## src/rtl/mocfg_pkg.sv

```systemverilog
package mocfg_pkg;
  // Byte addresses of the registers on the bus.
  localparam logic [15:0] ADDR_WDOG_SERVICE = 16'h001D;
  localparam logic [15:0] ADDR_WDOG_CTRL = 16'h001E;
  localparam logic [15:0] ADDR_SW_OPTION = 16'h3FDF;
  localparam logic [15:0] ADDR_LEGACY_CLEAR = 16'h3FF0;
  localparam logic [15:0] ADDR_LEGACY_OPTION = 16'h3FF1;
  localparam logic [15:0] ADDR_PORTB_OPTION = 16'h3FF2;
  localparam logic [15:0] ADDR_PORTD_DIR = 16'h0007;
  localparam logic [15:0] ADDR_SERIAL_CTRL = 16'h000A;
  localparam logic [15:0] ADDR_STATUS = 16'h3FF3;
  // Field positions in the legacy mode option register.
  localparam int LMO_MODE_BIT = 0;
  localparam int LMO_IRQ_BIT = 1;
  localparam int LMO_STOP_BIT = 2;
  localparam int LMO_WDOG_BIT = 3;
  localparam int LMO_SEC_BIT = 4;
  // Field positions in the software option register.
  localparam int SWO_IRQ_BIT = 1;
  localparam int SWO_HIGH_BIT = 6;
  localparam int SWO_LOW_BIT = 7;
  // Open-drain enable in the serial peripheral control register.
  localparam int SPC_OPEN_DRAIN_BIT = 5;
  // Status register fields.
  localparam int STA_LEGACY_BIT = 0;
  localparam int STA_ONCE_BIT = 1;
  // Reset values.
  localparam logic [7:0] SW_OPTION_RESET = 8'h02;
  localparam logic [7:0] BYTE_ZERO = 8'h00;
  localparam logic [6:0] DIR_ZERO = 7'h00;
  // Port D bits used by the serial outputs: data in, data out, clock.
  localparam int PD_MISO = 2;
  localparam int PD_MOSI = 3;
  localparam int PD_SCK = 4;
  // Bus answer states, one-hot.
  typedef enum logic [1:0] {
    MOCFG_IDLE = 2'b01,
    MOCFG_DONE = 2'b10
  } mocfg_bus_e;
endpackage

```

## src/rtl/mocfg_top.sv

```systemverilog
// Register access over Avalon-MM was left to the implementer.
`timescale 1ns/1ps
module mocfg_top
  import mocfg_pkg::*;
(
  input wire logic sys_clk_in, // 10 MHz bus clock.
  input wire logic reset_in, // Synchronous reset, active high, any cause.
  input wire logic por_in, // Power-on reset pulse, async to logic.
  input wire logic [7:0] nv_legacy_opt_in, // Programmed legacy option byte.
  input wire logic [7:0] nv_portb_opt_in, // Programmed port B option byte.
  input wire logic wdog_timeout_in, // Full-mode watchdog timeout.
  input wire logic clkmon_timeout_in, // Clock monitor timeout.
  input wire logic [2:0] spi_drive_in, // Serial outputs want to drive.
  input wire logic [15:0] avs_address, // Avalon byte address.
  input wire logic avs_read, // Avalon read.
  input wire logic avs_write, // Avalon write.
  input wire logic [7:0] avs_writedata, // Avalon write data.
  output logic [7:0] avs_readdata, // Avalon read data.
  output logic avs_waitrequest, // Avalon wait.
  output logic legacy_mode_out, // 1 in legacy mode.
  output logic [7:0] portb_pullup_irq_en_out, // Port B pullup and interrupt enables.
  output logic irq_level_sense_out, // Edge-and-level for irq and port B.
  output logic stop_clkmon_en_out, // Clock monitor armed on stop.
  output logic legacy_watchdog_en_out, // Legacy watchdog on.
  output logic legacy_watchdog_clear_out, // One-cycle legacy watchdog clear.
  output logic security_out, // Block EPROM verify and modify.
  output logic full_wdog_regs_en_out, // Full-mode watchdog regs enabled.
  output logic full_wdog_service_out, // One-cycle service write pulse.
  output logic [7:0] full_wdog_ctrl_out, // Full-mode watchdog control.
  output logic upper_map_en_out, // Range up to overlay top enabled.
  output logic overlay_low_ram_out, // RAM in the 48-byte window.
  output logic overlay_high_ram_out, // RAM in the 128-byte window.
  output logic [6:0] portd_dir_out, // Effective port D directions.
  output logic [2:0] spi_oe_out, // Serial output enables.
  output logic portd_open_drain_out, // Port D open-drain.
  output logic reset_pin_o_out, // Reset pin drive level.
  output logic reset_pin_oe_out // Reset pin drive enable.
);

  typedef struct packed {
    logic por_m;
    logic por_s;
    logic legacy;
    logic [7:0] lopt;
    logic [7:0] pbopt;
    logic [7:0] swopt;
    logic once;
    logic [7:0] wctrl;
    logic [6:0] ddr;
    logic [7:0] serial_periph_ctrl_reg;
    logic [7:0] rdata;
    mocfg_bus_e bus;
    logic wdclr;
    logic wsvc;
    logic rst_drv;
    logic [2:0] spi_oe;
    logic busy;
    logic stop_en;
    logic lwd_en;
    logic full;
    logic ovl_lo;
    logic ovl_hi;
    logic [6:0] pd_dir;
    logic od;
    logic sense;
  } mocfg_state_s;

  mocfg_state_s q, d;
  logic acc;
  logic wr_now;
  logic rd_hit;
  logic [7:0] rd_val;

  // A request is taken while idle; a write lands only in the answer cycle, at the
  // edge where the master sees waitrequest low, so a held request never lands twice.
  assign acc = (avs_read | avs_write) && q.bus == MOCFG_IDLE;
  assign wr_now = avs_write && q.bus == MOCFG_DONE;

  // Read decode; disabled registers read as zero, like unmapped space.
  always_comb begin
    rd_val = BYTE_ZERO;
    case (avs_address)
      ADDR_SW_OPTION: begin
        if (!q.legacy) begin
          rd_val = q.swopt;
        end
      end
      ADDR_WDOG_CTRL: begin
        if (!q.legacy) begin
          rd_val = q.wctrl;
        end
      end
      ADDR_LEGACY_OPTION: begin
        rd_val = q.lopt;
        if (!q.legacy) begin
          rd_val[LMO_IRQ_BIT] = 1'b0;
          rd_val[LMO_STOP_BIT] = 1'b0;
          rd_val[LMO_WDOG_BIT] = 1'b0;
        end
      end
      ADDR_PORTB_OPTION: rd_val = q.pbopt;
      ADDR_PORTD_DIR: begin
        if (!q.legacy) begin
          rd_val = {1'b0, q.ddr};
        end
      end
      ADDR_SERIAL_CTRL: rd_val = q.serial_periph_ctrl_reg;
      ADDR_STATUS: begin
        rd_val[STA_LEGACY_BIT] = q.legacy;
        rd_val[STA_ONCE_BIT] = q.once;
      end
      default: rd_val = BYTE_ZERO;
    endcase
  end
  assign rd_hit = avs_read;

  // Next state: option capture, register writes and derived outputs.
  always_comb begin
    d = q;
    d.por_m = por_in;
    d.por_s = q.por_m;
    d.wdclr = 1'b0;
    d.wsvc = 1'b0;
    d.rdata = q.rdata;
    // One wait cycle, then the answer; acceptance is the DONE cycle.
    case (q.bus)
      MOCFG_IDLE: begin
        if (acc) begin
          d.bus = MOCFG_DONE;
          if (rd_hit) begin
            d.rdata = rd_val;
          end
        end
      end
      MOCFG_DONE: d.bus = MOCFG_IDLE;
      default: d.bus = MOCFG_IDLE;
    endcase
    if (wr_now) begin
      case (avs_address)
        ADDR_SW_OPTION: begin
          if (!q.legacy) begin
            d.swopt[SWO_LOW_BIT] = avs_writedata[SWO_LOW_BIT];
            d.swopt[SWO_HIGH_BIT] = avs_writedata[SWO_HIGH_BIT];
            if (!q.once) begin
              d.swopt[SWO_IRQ_BIT] = avs_writedata[SWO_IRQ_BIT];
              d.once = 1'b1;
            end
          end
        end
        ADDR_WDOG_SERVICE: d.wsvc = !q.legacy;
        ADDR_WDOG_CTRL: begin
          if (!q.legacy) begin
            d.wctrl = avs_writedata;
          end
        end
        ADDR_LEGACY_CLEAR: d.wdclr = q.legacy;
        ADDR_PORTD_DIR: begin
          if (!q.legacy) begin
            d.ddr = avs_writedata[6:0];
          end
        end
        ADDR_SERIAL_CTRL: d.serial_periph_ctrl_reg = avs_writedata;
        default: d.serial_periph_ctrl_reg = q.serial_periph_ctrl_reg;
      endcase
    end
    // Full mode gates serial drivers by port D direction bits.
    d.spi_oe[0] = spi_drive_in[0] & (q.legacy | q.ddr[PD_MISO]);
    d.spi_oe[1] = spi_drive_in[1] & (q.legacy | q.ddr[PD_MOSI]);
    d.spi_oe[2] = spi_drive_in[2] & (q.legacy | q.ddr[PD_SCK]);
    d.rst_drv = !q.legacy & (wdog_timeout_in | clkmon_timeout_in | q.por_s);
    // Options are sampled while reset is held; power-on forces full mode.
    if (reset_in) begin
      d.lopt = nv_legacy_opt_in;
      d.pbopt = nv_portb_opt_in;
      d.legacy = nv_legacy_opt_in[LMO_MODE_BIT] & !q.por_s;
      d.swopt = SW_OPTION_RESET;
      d.once = 1'b0;
      d.wctrl = BYTE_ZERO;
      d.ddr = DIR_ZERO;
      d.serial_periph_ctrl_reg = BYTE_ZERO;
      d.bus = MOCFG_IDLE;
      d.rdata = BYTE_ZERO;
      d.wdclr = 1'b0;
      d.wsvc = 1'b0;
      d.spi_oe = 3'h0;
    end
    // Output copies decode the next state, so they move on the same edge as it.
    d.busy = d.bus != MOCFG_DONE;
    d.stop_en = d.legacy & d.lopt[LMO_STOP_BIT];
    d.lwd_en = d.legacy & d.lopt[LMO_WDOG_BIT];
    d.full = !d.legacy;
    d.ovl_lo = !d.legacy & d.swopt[SWO_LOW_BIT];
    d.ovl_hi = !d.legacy & d.swopt[SWO_HIGH_BIT];
    d.pd_dir = d.legacy ? DIR_ZERO : d.ddr;
    d.od = !d.legacy & d.serial_periph_ctrl_reg[SPC_OPEN_DRAIN_BIT];
    d.sense = d.legacy ? d.lopt[LMO_IRQ_BIT] : d.swopt[SWO_IRQ_BIT];
  end

  // State register; the synchroniser stages run through reset too.
  always_ff @(posedge sys_clk_in) begin
    q <= d;
  end

  // Every output but the tied-off reset pin level leaves a flop, so no decode glitch reaches the pins.
  assign avs_readdata = q.rdata;
  assign avs_waitrequest = q.busy;
  assign legacy_mode_out = q.legacy;
  assign portb_pullup_irq_en_out = q.pbopt;
  assign stop_clkmon_en_out = q.stop_en;
  assign legacy_watchdog_en_out = q.lwd_en;
  assign security_out = q.lopt[LMO_SEC_BIT];
  assign legacy_watchdog_clear_out = q.wdclr;
  assign full_wdog_regs_en_out = q.full;
  assign full_wdog_service_out = q.wsvc;
  assign full_wdog_ctrl_out = q.wctrl;
  assign upper_map_en_out = q.full;
  assign overlay_low_ram_out = q.ovl_lo;
  assign overlay_high_ram_out = q.ovl_hi;
  assign portd_dir_out = q.pd_dir;
  assign spi_oe_out = q.spi_oe;
  assign portd_open_drain_out = q.od;
  // The reset pin is only ever pulled low, so its level is fixed and the enable moves.
  assign reset_pin_o_out = 1'b0;
  assign reset_pin_oe_out = q.rst_drv;
  // One sense select serves the irq pin and the port B interrupts alike.
  assign irq_level_sense_out = q.sense;

  function automatic logic serial_periph_ctrl_reg_od_bit();
    return q.serial_periph_ctrl_reg[SPC_OPEN_DRAIN_BIT];
  endfunction
endmodule

```

## config.mk

```make
export PLATFORM = sky130hd
export DESIGN_NAME = mocfg_top
export DESIGN_NICKNAME = d
export VERILOG_FILES = /design/src/rtl/mocfg_pkg.sv /design/src/rtl/mocfg_top.sv
export SDC_FILE = /design/constraint.sdc
export NUM_CORES = 1
export LEC_CHECK = 0
export BUFFER_PORTS_ARGS = -buffer_cell sky130_fd_sc_hd__buf_4
export CAP_MARGIN = 5
export CORE_AREA = 2 2 81 83
export DETAILED_ROUTE_END_ITERATION = 6
export DIE_AREA = 0 0 83 85
export PLACE_DENSITY = 0.83
export SETUP_SLACK_MARGIN = 0.1
export SYNTH_ARGS = -nofsm -noshare
export SYNTH_HDL_FRONTEND = slang
export SYNTH_SLANG_ARGS = --single-unit
```

## constraint.sdc

```tcl
create_clock -name sys_clk_in -period 3.9 [get_ports sys_clk_in]
set_input_delay 0.975 -clock sys_clk_in [delete_from_list [all_inputs] [get_ports sys_clk_in]]
set_output_delay 0.975 -clock sys_clk_in [all_outputs]
set_load 0.01 [all_outputs]
```

Word level (Yosys, flattened, before mapping)
Cells that the tools add are included.
- flip-flop bits (word level): 77
- bits in latches: 0
- memory bits (writable): 0
- bits in read-only memories: 0
- bits of input ports: 50
- output and inout bits: 49
- word-level logic and storage cells: 100
- memories kept: 0
- $add $sub $neg: 0
- multiply operators: 0
- div/mod/pow operators: 0
- order comparisons: 0
- equal/unequal tests: 12
- shifts and indexed selects: 0
- multiplexer cells: 30
- bitwise gates (word level): 20
- reductions and logical operators: 11
- operators with widths (kind ; number):
    $eq A16 B14 Y1 const B ; 5
    $mux W61 ; 1
    $mux W8 ; 7
    $pmux W6 S6 ; 1
    $eq A16 B5 Y1 const B ; 2
    $mux W24 ; 1
    $mux W7 ; 3
    $eq A16 B3 Y1 const B ; 1
    $eq A16 B4 Y1 const B ; 1
    $pmux W2 S7 ; 1
    $and A1 B1 Y1 ; 10
    $mux W10 ; 1
    $mux W2 ; 5
    $mux W1 ; 9
    $reduce_and A3 Y1 ; 3
    $or A1 B1 Y1 ; 6
    $reduce_or A3 Y1 ; 2
    $not A1 Y1 ; 4
    $logic_not A1 Y1 ; 3
    $mux W3 ; 1
    $eq A2 B1 Y1 const B ; 1
    $eq A2 B2 Y1 const B ; 1
    $logic_and A1 B1 Y1 ; 2
    $ne A2 B2 Y1 const B ; 1
    $reduce_and A2 Y1 ; 1

Depth between registers and ports, before layout
- depth in word-level cells: 8
- mapped depth: 7
- depth with buffers taken out: 5

Least setup slack after synthesis
OpenSTA, ideal clock, no wires.
- path type: input to register
- start: input port avs_address[8]
- end: register q (netlist bit portd_open_drain_out)
- setup time: 0.126 ns
- data arrival time: 2.655 ns
- required time: 3.774 ns
- path slack: 1.118 ns
- stages on the path: 6
- buffers on the path: 1
- cell sequence: or4_1 -> nor4_4 -> and2b_1 -> buf_6 -> mux2i_1 -> nor2_1
- RTL lines (element ; RTL line ; source):
    from (decl) ; mocfg_top.sv:14 ; input wire logic [15:0] avs_address,
    to (signal assigned) ; mocfg_top.sv:201 ; q <= d;
    to (decl) ; mocfg_top.sv:68 ; mocfg_state_s q, d;

Worst setup path after layout
- start: input port avs_address[0]
- end: register q (netlist bit full_wdog_ctrl_out[4])
- cells in the longest elaborated chain, start to end: 2
- ends and longest elaborated chain (element ; RTL line ; source):
    $eq A16 B5 Y1 ; mocfg_top.sv:139 ; case (avs_address)
    $reduce_and A3 Y1 (no line) ; n/a ;
No other way between the ends.
A chain may end at the register's enable or synchronous reset.

==> results.py <==
metrics = {
    "outcome": {
        "status": "completed",
    },
    "synth": {
        "ys_ff_latch": 77,
        "synthCells": 317,
        "synth_warnings": 0,
        "synth_area_um2": 3310,
        "yosysSeqAreaShare_pct": 50.5,
        "syn_nets": 367,
        "synth_area_leaders": "dfxtp_1 (39%), edfxtp_1 (12%), buf_4 (8.2%)",
        "synth_top_cell_area_share_pct": 38.7,
        "ys.flop_type": "dfxtp_1",
        "synth-edff-count": 13,
        "synth_top_cell_by_area": "dfxtp_1",
        "async_reset_ff_share_pct": 0,
        "yosys.cell_types.count": 53,
        "syn_avg_cell_area_um2": 10.5,
    },
    "grt": {
        "grt_pass1_vias": 2540,
        "overflow": 0,
        "grt_usage_pct": 22.1,
        "grt_pass1_wl_mm": 12.4,
        "grt_max_degree": 58,
        "antenna_found_initial": 0,
    },
    "critical_path": {
        "crit_path_end_kind": "flop",
        "start_kind": "input pin",
        "path_class": "in -> reg",
        "path_max_fanout": 8,
        "required_ps": 4120,
        "reg2regPathDepth": 5,
        "arrival_ps": 2930,
    },
    "routing": {
        "ant_nets": 0,
        "first_iter_violations": 195,
        "vias": 2590,
        "vias_per_cell": 5.63,
        "wirelength_mm": 7.67,
        "wl_per_cell_um": 16.7,
        "drc": 0,
        "dr.pass1.iters": 6,
    },
    "timing": {
        "setup-violations-final": 0,
        "rsz0062_at_grt": "no",
        "period_minus_slack_ps": 2710,
        "fmax_mhz": 369,
        "setup_ws_ps": 1190,
        "setup_tns_ps": 0,
        "finalHoldViolCount": 0,
        "post-route-period-util_pct": 69.4,
        "slew_headroom_pct": 53.2,
        "drv_slew": 0,
        "fin_skew_ps": 7.96,
        "worst_pin_slew_ps": 701,
    },
    "floorplanning": {
        "ioPinCount": 99,
        "die_w_um": 83,
        "rows": 29,
        "fp.dieH_um": 85,
        "dieArea_um2": 7060,
        "initial_core_util_pct": 53.4,
        "core_um2": 6200,
    },
    "clocking": {
        "cts_tree": "built",
        "clk_latency_ps": 350,
        "clockRootBuffer": "clkbuf_8",
        "numClockSinks": 77,
        "clockBufferDepth": 2,
        "post-cts-setup-buffers": 0,
        "clkSlewWorstSetupHoldPaths_ps": 80,
        "post_cts_resize_count": 0,
        "htree_levels": 3,
        "hold_buffers": 0,
        "cts_made_buffers": 9,
    },
    "final_layout": {
        "utilization_pct": 65.1,
        "final-seq-area_um2": 1670,
        "finalNonFillerCells": 460,
        "drive_gt1_share_pct": 34.5,
        "n_fill_cell": 496,
        "final_common_cell": "buf_4",
        "diodes": 0,
        "area_growth_pct": 21.9,
        "multi_input_area_um2": 1290,
        "mostFrequentLayoutCells": "buf_4 (101), dfxtp_1 (64), nor2_1 (48)",
        "finalNetCount": 428,
    },
    "pwr": {
        "internal-power_uw": 1250,
        "swShare_pct": 23.7,
        "pwr-share-clk_pct": 39.3,
        "switching_power_uw": 386,
        "comb_power_share_pct": 8.6,
        "peakVddDrop_v": 0.000396,
        "p_per_area_nw_per_um2": 404,
        "pwr-share-seq_pct": 52.1,
        "leakage_uw": 0.00176,
    },
    "worst_hold_path": {
        "hp-class": "reg -> reg",
        "min_path_cells": 0,
    },
    "run": {
        "cap_violations": 0,
    },
    "placed_design": {
        "place_ws_ps": 823,
        "portBuffers": 97,
        "dpl.cell_count": 444,
        "dp_hpwl_mm": 5.57,
        "gp_congestion": 0.853,
    },
}
[cell families (layout without fill, tap and decap cells)]
logic type             count (synthesis)  count (layout)  share of synthesized area [%]
multiplexers                          31              31                           9.52
buffers and inverters                 55             121                           10.8
AND/OR/NAND/NOR                      106             106                           18.1
flip-flops                            77              77                           50.5
other                                  1               1                          0.113
AO/OA/AOI/OAI                         47              47                           11.0
[stage by stage]
stage / hold WS (ps) / area (um2) / power, uW
detailed placement: 313 / 3830 / 1010
CTS: 332 / 4040 / 1640
finish: 331 / 4040 / 1630
global placement: 313 / 3830 / 1010
floorplan: 310 / 3310 / 937
global route: 337 / 4040 / 1690
[critical path, cell delays in order]
cell      delay, ps
buf_4           140
or4b_4          580
nor2_1          330
nand3b_1        500
mux2i_1         340
nor2_1           60
[area by class of cell]
class | instances | share of cell area (%)
clock inverter | 4 | 1.27
sequential | 77 | 41.4
inverter | 4 | 0.372
multi-input combinational | 185 | 31.9
clock buffer | 12 | 3.87
tap | 77 | 2.39
timing repair buffer | 101 | 18.8
[power by group through the flow]
stage	Clock (uW)	Combinational (uW)	Sequential, uW
2_1_floorplan	0	72.3	865
3_3_place_gp	0	137	868
3_5_place_dp	0	141	869
4_1_cts	648	142	850
5_1_grt	686	153	853
6_report	641	141	851
[synthesized netlist by cell type (5+ instances only)]
master	number
nand3b_1	5
edfxtp_1	13
buf_4	36
mux2i_1	27
a22o_1	5
a22oi_1	6
nor2_1	48
clkbuf_1	11
dfxtp_1	64
nand2_1	8
[routing by layer]
| layer | wire length, um | part of all wire [%] | track usage [%] |
|---|---|---|---|
| met5 | 0 | 0 | 0 |
| met4 | 57 | 0.74 | 8.35 |
| met3 | 527 | 6.9 | 6.03 |
| met2 | 3860 | 50 | 37.0 |
| met1 | 3220 | 42 | 27.4 |
[state kept, by name (all words and copies together), names as in the netlist, 3 cells and up]
signal	flops
full_wdog_ctrl_out	8
q	29
avs_readdata	8
portd_dir_out	7
portb_pullup_irq_en_out	8
spi_oe_out	3
[path summary, 6_finish.rpt]
kind	start	endpoint	slack, ps
setup / recovery	avs_address[0]	full_wdog_ctrl_out[4]	1190
hold / removal	d[80]	q[80]	330
hold reg to reg	d[80]	q[80]	330
setup reg to reg	legacy_mode_out	full_wdog_ctrl_out[4]	1880
(Power assumes the default switching activity.)
